### src/p6mux_cfg.svh
// Offsets, field positions, reset values and timing counts of the pin 6 output mux
`ifndef P6MUX_CFG_SVH
`define P6MUX_CFG_SVH

// ****************************************************************
// Register indices (byte address is four times the index)
// ****************************************************************
`define P6M_IDX_OUT_CTL 8'h16
`define P6M_IDX_PORT_CFG 8'h30
`define P6M_IDX_STATUS 8'h31
`define P6M_ADDR_W 10

// ****************************************************************
// Output control field positions
// ****************************************************************
`define P6M_EN_BIT 0
`define P6M_VAL_BIT 1
`define P6M_SRC_LO 2
`define P6M_SRC_HI 4
`define P6M_SEL_LO 5
`define P6M_SEL_HI 7

// ****************************************************************
// Port configuration field positions
// ****************************************************************
`define P6M_PEN_LO 0
`define P6M_PEN_HI 3
`define P6M_TXS_LO 4
`define P6M_TXS_HI 7

// ****************************************************************
// Reset values
// ****************************************************************
`define P6M_OUT_CTL_RST 8'h00
`define P6M_PORT_CFG_RST 8'hff

// ****************************************************************
// Timing: cycles from setup edge to pready high
// ****************************************************************
`define P6M_APB_WAIT 1

`endif

### src/p6mux_pkg.sv
// Types shared by the pin 6 output mux
package p6mux_pkg;

    // Source group codes
    typedef enum logic [2:0] {
        P6M_SRC_RX0 = 3'h0,
        P6M_SRC_RX1 = 3'h1,
        P6M_SRC_RX2 = 3'h2,
        P6M_SRC_RX3 = 3'h3,
        P6M_SRC_DEV = 3'h4,
        P6M_SRC_RSV5 = 3'h5,
        P6M_SRC_TX0 = 3'h6,
        P6M_SRC_RSV7 = 3'h7
    } p6m_src_t;

    // Bus slave states, one-hot
    typedef enum logic [1:0] {
        P6M_BUS_IDLE = 2'b01,
        P6M_BUS_ANSWER = 2'b10
    } p6m_bus_t;

endpackage : p6mux_pkg

### src/p6mux_rx_pick.sv
// Signal picker for one receive port
`timescale 1ns/1ps
`default_nettype none
module p6mux_rx_pick (
    input wire logic [2:0] sel,
    input wire logic [3:0] remote_pin,
    input wire logic lock,
    input wire logic pass,
    input wire logic frame_valid,
    input wire logic line_valid,
    output logic picked
);
    always_comb begin
        case (sel)
            3'h0: picked = remote_pin[0];
            3'h1: picked = remote_pin[1];
            3'h2: picked = remote_pin[2];
            3'h3: picked = remote_pin[3];
            3'h4: picked = lock;
            3'h5: picked = pass;
            3'h6: picked = frame_valid;
            3'h7: picked = line_valid;
            default: picked = 1'b0;
        endcase
    end
endmodule : p6mux_rx_pick
`default_nettype wire

### src/p6mux_top.sv
// Pin 6 output multiplexer, drive control and its APB register slave
//
// Contract
// Source codes 000 to 011 route receive ports 0 to 3 to the picker.
// Source 100 picks device status, 110 the transmit group; 101, 111 reserved.
// Select field bits 7:5 picks the signal; receive select 000 is remote pin 0.
// Receive select 100 drives port lock, 101 port pass.
// Receive select 110 drives port frame valid, 111 port line valid.
// Device status select 000 drives the local level bit.
// Device status 001 is OR of enabled locks, 010 their AND.
// Device status 011 is AND of enabled port pass indications.
// Device status 100 drives frame sync; 101 to 111 reserved.
// Transmit select 000 is AND of selected pass, 001 their OR.
// Transmit 010 drives sending-frame level, 011 sending-line level.
// Transmit 100 is data synchronised, 101 transmit interrupt; 111 reserved.
// Bit 0 enables the pin driver; bit 1 is the local level.
// Control register at index 0x16 resets to 0x00.
// With enable clear the pin is never driven.
// Reserved codes drive the pin low while enabled.
//
// Added by the designer: the APB slave port.
`timescale 1ns/1ps
`default_nettype none
`include "p6mux_cfg.svh"
module p6mux_top (
    input wire logic pclk,
    input wire logic presetn,
    input wire logic psel,
    input wire logic penable,
    input wire logic pwrite,
    input wire logic [`P6M_ADDR_W-1:0] paddr,
    input wire logic [31:0] pwdata,
    input wire logic [3:0] pstrb,
    output logic [31:0] prdata,
    output logic pready,
    output logic pslverr,
    input wire logic [15:0] rx_remote_pin,
    input wire logic [3:0] rx_lock,
    input wire logic [3:0] rx_pass,
    input wire logic [3:0] rx_frame_valid,
    input wire logic [3:0] rx_line_valid,
    input wire logic frame_sync_pulse,
    input wire logic tx_frame_valid,
    input wire logic tx_line_valid,
    input wire logic tx_synced,
    input wire logic tx_irq,
    output logic pin6_out,
    output logic pin6_oe
);
    import p6mux_pkg::*;

    // ****************************************************************
    // Address decode
    // ****************************************************************
    logic [7:0] word_idx;
    logic hit_ctl;
    logic hit_cfg;
    logic hit_sts;
    logic hit_any;

    // Low two address bits are ignored: every register is one aligned word
    assign word_idx = paddr[`P6M_ADDR_W-1:2];
    assign hit_ctl = (word_idx == `P6M_IDX_OUT_CTL);
    assign hit_cfg = (word_idx == `P6M_IDX_PORT_CFG);
    assign hit_sts = (word_idx == `P6M_IDX_STATUS);
    assign hit_any = hit_ctl | hit_cfg | hit_sts;

    // ****************************************************************
    // Bus slave state
    // ****************************************************************
    p6m_bus_t bus_ff;
    p6m_bus_t nxt_bus;
    logic pready_ff;
    logic nxt_pready;
    logic pslverr_ff;
    logic nxt_pslverr;
    logic [31:0] prdata_ff;
    logic [31:0] nxt_prdata;
    logic wr_take;
    logic [31:0] rd_word;

    // Write lands only at the edge where the master sees pready
    // A write without the low byte strobe is dropped, never merged
    assign wr_take = psel & penable & pready_ff & pwrite & pstrb[0];

    always_comb begin
        nxt_bus = bus_ff;
        nxt_pready = 1'b0;
        nxt_pslverr = 1'b0;
        nxt_prdata = prdata_ff;
        case (bus_ff)
            P6M_BUS_IDLE: begin
                if (psel & ~penable) begin
                    nxt_bus = P6M_BUS_ANSWER;
                    nxt_pready = 1'b1;
                    nxt_pslverr = ~hit_any;
                    nxt_prdata = 32'h0000_0000;
                    if (~pwrite) begin
                        nxt_prdata = rd_word;
                    end
                end
            end
            P6M_BUS_ANSWER: begin
                // Access edge: answer was up for exactly one cycle
                nxt_bus = P6M_BUS_IDLE;
            end
            default: begin
                nxt_bus = P6M_BUS_IDLE;
            end
        endcase
    end

    always_ff @(posedge pclk or negedge presetn) begin
        if (!presetn) begin
            bus_ff <= P6M_BUS_IDLE;
            pready_ff <= 1'b0;
            pslverr_ff <= 1'b0;
            prdata_ff <= 32'h0000_0000;
        end else begin
            bus_ff <= nxt_bus;
            pready_ff <= nxt_pready;
            pslverr_ff <= nxt_pslverr;
            prdata_ff <= nxt_prdata;
        end
    end

    assign pready = pready_ff;
    assign pslverr = pslverr_ff;
    assign prdata = prdata_ff;

    // ****************************************************************
    // Control registers
    // ****************************************************************
    logic [7:0] ctl_ff;
    logic [7:0] nxt_ctl;
    logic [7:0] cfg_ff;
    logic [7:0] nxt_cfg;

    always_comb begin
        nxt_ctl = ctl_ff;
        nxt_cfg = cfg_ff;
        if (wr_take & hit_ctl) begin
            nxt_ctl = pwdata[7:0];
        end
        if (wr_take & hit_cfg) begin
            nxt_cfg = pwdata[7:0];
        end
    end

    always_ff @(posedge pclk or negedge presetn) begin
        if (!presetn) begin
            ctl_ff <= `P6M_OUT_CTL_RST;
            cfg_ff <= `P6M_PORT_CFG_RST;
        end else begin
            ctl_ff <= nxt_ctl;
            cfg_ff <= nxt_cfg;
        end
    end

    // ****************************************************************
    // Field views
    // ****************************************************************
    logic pin6_drive_enable;
    logic pin6_local_level;
    p6m_src_t pin6_source_group;
    logic [2:0] pin6_signal_select;
    logic [3:0] port_enabled;
    logic [3:0] tx_port_chosen;

    assign pin6_drive_enable = ctl_ff[`P6M_EN_BIT];
    assign pin6_local_level = ctl_ff[`P6M_VAL_BIT];
    assign pin6_source_group = p6m_src_t'(ctl_ff[`P6M_SRC_HI:`P6M_SRC_LO]);
    assign pin6_signal_select = ctl_ff[`P6M_SEL_HI:`P6M_SEL_LO];
    assign port_enabled = cfg_ff[`P6M_PEN_HI:`P6M_PEN_LO];
    assign tx_port_chosen = cfg_ff[`P6M_TXS_HI:`P6M_TXS_LO];

    // ****************************************************************
    // Per-port pickers
    // ****************************************************************
    logic [3:0] rx_picked;

    genvar gp;
    generate
        for (gp = 0; gp < 4; gp = gp + 1) begin : g_rx
            p6mux_rx_pick i_p6mux_rx_pick (
                .sel(pin6_signal_select),
                .remote_pin(rx_remote_pin[gp*4 +: 4]),
                .lock(rx_lock[gp]),
                .pass(rx_pass[gp]),
                .frame_valid(rx_frame_valid[gp]),
                .line_valid(rx_line_valid[gp]),
                .picked(rx_picked[gp])
            );
        end
    endgenerate

    // ****************************************************************
    // Group status terms
    // ****************************************************************
    logic lock_or_en;
    logic lock_and_en;
    logic pass_and_en;
    logic pass_and_tx;
    logic pass_or_tx;

    // An empty port set yields low for AND as well as OR, never a false good
    assign lock_or_en = |(rx_lock & port_enabled);
    assign lock_and_en = (|port_enabled) & (&(rx_lock | ~port_enabled));
    assign pass_and_en = (|port_enabled) & (&(rx_pass | ~port_enabled));
    assign pass_and_tx = (|tx_port_chosen) & (&(rx_pass | ~tx_port_chosen));
    assign pass_or_tx = |(rx_pass & tx_port_chosen);

    // ****************************************************************
    // Output selection
    // ****************************************************************
    logic dev_pick;
    logic tx_pick;
    logic mux_val;

    always_comb begin
        case (pin6_signal_select)
            3'h0: dev_pick = pin6_local_level;
            3'h1: dev_pick = lock_or_en;
            3'h2: dev_pick = lock_and_en;
            3'h3: dev_pick = pass_and_en;
            3'h4: dev_pick = frame_sync_pulse;
            default: dev_pick = 1'b0;
        endcase
    end

    always_comb begin
        case (pin6_signal_select)
            3'h0: tx_pick = pass_and_tx;
            3'h1: tx_pick = pass_or_tx;
            3'h2: tx_pick = tx_frame_valid;
            3'h3: tx_pick = tx_line_valid;
            3'h4: tx_pick = tx_synced;
            3'h5: tx_pick = tx_irq;
            default: tx_pick = 1'b0;
        endcase
    end

    always_comb begin
        case (pin6_source_group)
            P6M_SRC_RX0: mux_val = rx_picked[0];
            P6M_SRC_RX1: mux_val = rx_picked[1];
            P6M_SRC_RX2: mux_val = rx_picked[2];
            P6M_SRC_RX3: mux_val = rx_picked[3];
            P6M_SRC_DEV: mux_val = dev_pick;
            P6M_SRC_TX0: mux_val = tx_pick;
            default: mux_val = 1'b0;
        endcase
    end

    // ****************************************************************
    // Pin driver
    // ****************************************************************
    logic pin_out_ff;
    logic nxt_pin_out;
    logic pin_oe_ff;
    logic nxt_pin_oe;

    // Data is forced low while disabled so no stale level leaks on re-enable
    // One cycle of latency from any source to the pin, traded for clean outputs
    always_comb begin
        nxt_pin_oe = pin6_drive_enable;
        nxt_pin_out = pin6_drive_enable & mux_val;
    end

    always_ff @(posedge pclk or negedge presetn) begin
        if (!presetn) begin
            pin_out_ff <= 1'b0;
            pin_oe_ff <= 1'b0;
        end else begin
            pin_out_ff <= nxt_pin_out;
            pin_oe_ff <= nxt_pin_oe;
        end
    end

    assign pin6_out = pin_out_ff;
    assign pin6_oe = pin_oe_ff;

    // ****************************************************************
    // Read data
    // ****************************************************************
    logic [7:0] sts_byte;

    // Status shows the live mux value and the registered pin state
    // Unmapped words read zero; the slave flags them through pslverr
    assign sts_byte = {5'h00, mux_val, pin_oe_ff, pin_out_ff};

    always_comb begin
        rd_word = 32'h0000_0000;
        if (hit_ctl) begin
            rd_word = {24'h00_0000, ctl_ff};
        end else if (hit_cfg) begin
            rd_word = {24'h00_0000, cfg_ff};
        end else if (hit_sts) begin
            rd_word = {24'h00_0000, sts_byte};
        end
    end

endmodule : p6mux_top
`default_nettype wire

### config.mk
export PLATFORM = sky130hd
export DESIGN_NAME = p6mux_top
export DESIGN_NICKNAME = d
export VERILOG_FILES = /design/src/p6mux_pkg.sv /design/src/p6mux_rx_pick.sv /design/src/p6mux_top.sv
export VERILOG_INCLUDE_DIRS = /design/src
export SDC_FILE = /design/constraint.sdc
export NUM_CORES = 1
export LEC_CHECK = 0
export ABC_AREA = 1
export BUFFER_PORTS_ARGS = -buffer_cell sky130_fd_sc_hd__buf_2
export CORE_UTILIZATION = 40
export CTS_CLUSTER_DIAMETER = 150
export DETAILED_ROUTE_END_ITERATION = 10
export PLACE_DENSITY = 0.81
export SLEW_MARGIN = 40
export SYNTH_ARGS = -nofsm -noshare
export SYNTH_HDL_FRONTEND = slang
export SYNTH_HIERARCHICAL = 1
export SYNTH_SLANG_ARGS = --single-unit
export TNS_END_PERCENT = 30
### constraint.sdc
create_clock -name pclk -period 4.2 [get_ports pclk]
set_input_delay 0.42 -clock pclk [delete_from_list [all_inputs] [get_ports pclk]]
set_output_delay 0.42 -clock pclk [all_outputs]
set_load 0.005 [all_outputs]
==> flow_metrics.env <==
export IMPL_ios=124
export IMPL_dp_cells=458
export IMPL_ant_nets=0
export IMPL_nets=483
export IMPL_numCtsBuffers=5
export IMPL_finalHoldViolCount=0
export IMPL_place_congestion=0.893
export IMPL_num_antenna_cells=0
export IMPL_dieArea_um2=5770
export IMPL_clk_insertion_delay_late_ns=0.28
export IMPL_tightestPinTransition_ns=0.670
export IMPL_synth_flop_cell="dfrtp_1"
export IMPL_grt_pass1_vias=2082
export IMPL_ys_types=30
export IMPL_ys_ff_latch=30
export IMPL_pwr_density_cell_nw_per_um2=230
export IMPL_setup_viol=0
export IMPL_drc=0
export IMPL_async_flop_share_pct=100
export IMPL_synth_edf_count=0
export IMPL_htree_levels=2
export IMPL_crit_path_max_fanout=18
export IMPL_core_area_um2=5170
export IMPL_period_minus_slack_ns=1.94
export IMPL_combPwrFrac_pct=11.3
export IMPL_pwr_share_clk_pct=39.5
export IMPL_grt_ovfl_total=0
export IMPL_slew_headroom_pct=55.3
export IMPL_die_h_um=75.9
export IMPL_ys_warn_count=6
export IMPL_cts_path_max_buffers=2
export IMPL_worstSetupPathType="reg2reg"
export IMPL_p_seq_share_pct=49.2
export IMPL_hold_class="in2async"
export IMPL_cap_violations=0
export IMPL_post_cts_resized=0
export IMPL_max_freq_mhz=517
export IMPL_clock_skew_ns=0.00405
export IMPL_grt_pass1_wl_um=8760
export IMPL_switching_power_w=0.000145
export IMPL_startpoint_type="flop"
export IMPL_grt_max_degree=31
export IMPL_cts_sinks=30
export IMPL_drt_iter0_markers=159
export IMPL_crit_path_end_kind="flop"
export IMPL_cts_setup_buffers=0
export IMPL_rsz0062_at_grt="no"
export IMPL_internal_power_w=0.000453
export IMPL_crit_arrival_ns=2.15
export IMPL_cts_hold_buf=0
export IMPL_switching_share_pct=24.2
export IMPL_layout_commonest_cell="nand2_1"
export IMPL_layout_common_cells="nand2_1, buf_2, inv_1, nand3_1, conb_1"
export IMPL_initial_core_util_pct=42.3
export IMPL_via_per_inst=4.75
export IMPL_clock_root_buffer="clkbuf_8"
export IMPL_dr_pass1_iters=4
export IMPL_whs_ns=0.165
export IMPL_dr_total_vias=2212
export IMPL_max_vdd_ir_drop_uv=129
export IMPL_synth_area_um2=2190
export IMPL_wl_per_cell_um=11.1
export IMPL_leakage_nw=1.40
export IMPL_slew_violations=0
export IMPL_antenna_found_initial=0
export IMPL_clkTransAtPathRegs_ns=0.06
export IMPL_syn_to_final_growth_pct=18.8
export IMPL_fin_tns_setup_ns=0
export IMPL_synth_seq_area_share_pct=34.8
export IMPL_dp_hpwl_um=4030
export IMPL_port_buffers=70
export IMPL_wl_um=5180
export IMPL_fin_cells=466
export IMPL_grt_usage_pct=18.7
export IMPL_drive_above_1_share_pct=27.3
export IMPL_critPathRequiredTime_ns=4.42
export IMPL_syn_area_per_cell_um2=6.75
export IMPL_dieWidth_um=75.9
export IMPL_period_share_pct=46.1
export IMPL_synthCells=324
export IMPL_tritoncts="done"
export IMPL_run_status="finished, final reports clean"
export IMPL_fp_row_count=26
export IMPL_p_total_w=0.000598
-- kinds of logic after synthesis --
| logic type | count (synthesis) | synth area share [%] |
|---|---|---|
| flops | 30 | 34.8 |
| simple gates | 187 | 38.0 |
| other cells | 1 | 0.171 |
| buf+inv | 70 | 16.6 |
| compound gates | 36 | 10.4 |
-- metrics by stage --
stage	setup WS (ns)	util, %	area (µm²)
floorplan	2.49	-	2270
global placement	2.13	48.4	2500
detailed placement	2.08	48.4	2500
CTS	2.05	50.2	2600
global route	2.08	50.2	2600
finish	2.26	50.2	2600
-- Yosys cell counts, drive strengths merged, types with 2 or more instances --
library cell,instances,area [µm²]
dfstp,9,236
nand3,37,185
a21oi,6,30.0
nand2,116,448
nor2,15,58.8
nor4,3,33.8
o21ai,24,150
nor3,7,35.0
buf,28,206
o211ai,2,15.0
o2111ai,2,17.5
nand4,5,31.3
or2,2,15.0
dfrtp,21,526
inv,41,154
-- power by group through the flow --
stage | combinational [W] | clock, W | sequential (W)
floorplan | 0.0000427 | 0 | 0.000299
global placement | 0.0000665 | 0 | 0.000299
detailed placement | 0.0000680 | 0 | 0.000299
CTS | 0.0000682 | 0.000243 | 0.000294
global route | 0.0000778 | 0.000254 | 0.000295
finish | 0.0000674 | 0.000236 | 0.000294
-- sequential cells by signal, indices dropped and copies added, names as in the netlist --
register  count
cfg_ff        8
ctl_ff        8
prdata        8
bus_ff        2
pin6_oe       1
pin6_out      1
pready        1
pslverr       1
-- critical path, stage by stage (launching register included) --
cell,delay [ns]
dfrtp_1,0.77
inv_1,0.22
nor2_1,0.18
nand3_1,0.09
nand2_1,0.09
nor2_1,0.05
nand3_1,0.07
nand2_1,0.07
nand3_1,0.10
nand2_1,0.05
nand2_1,0.07
nand2_1,0.05
nand2_1,0.05
-- final cells by class --
class                      instances  area, µm²
clock buffer                       6       82.6
timing repair buffer              70        350
sequential                        30        763
multi-input combinational        247       1150
tap                               70       87.6
inverter                          41        154
clock inverter                     2       12.5
fill                             553       2570
-- final timing paths --
kind,from,endpoint,slack [ns],cells past startpoint
hold / removal,presetn,prdata[4]$_DFFE_PN0P_,0.16,1
setup reg to reg,ctl_ff[6]$_DFFE_PN0P_,prdata[2]$_DFFE_PN0P_,2.26,12
hold reg to reg,bus_ff[1]$_DFFE_PN0P_,bus_ff[1]$_DFFE_PN0P_,0.44,1
setup / recovery,ctl_ff[6]$_DFFE_PN0P_,prdata[2]$_DFFE_PN0P_,2.26,12
max in group asynchronous,presetn,ctl_ff[5]$_DFFE_PN0P_,3.58,1
min in group pclk,penable,bus_ff[1]$_DFFE_PN0P_,0.33,2
-- per-layer routing --
metal  vias to the layer above  routed length [µm]  track usage, %
met5                         -                   0               0
met4                         0                  82            7.12
met3                        11                 328            3.86
met2                        87                2480            32.2
met1                       982                2300            22.9
li1                       1132                   -               -
Note: power is estimated with default switching activity, not from simulation.
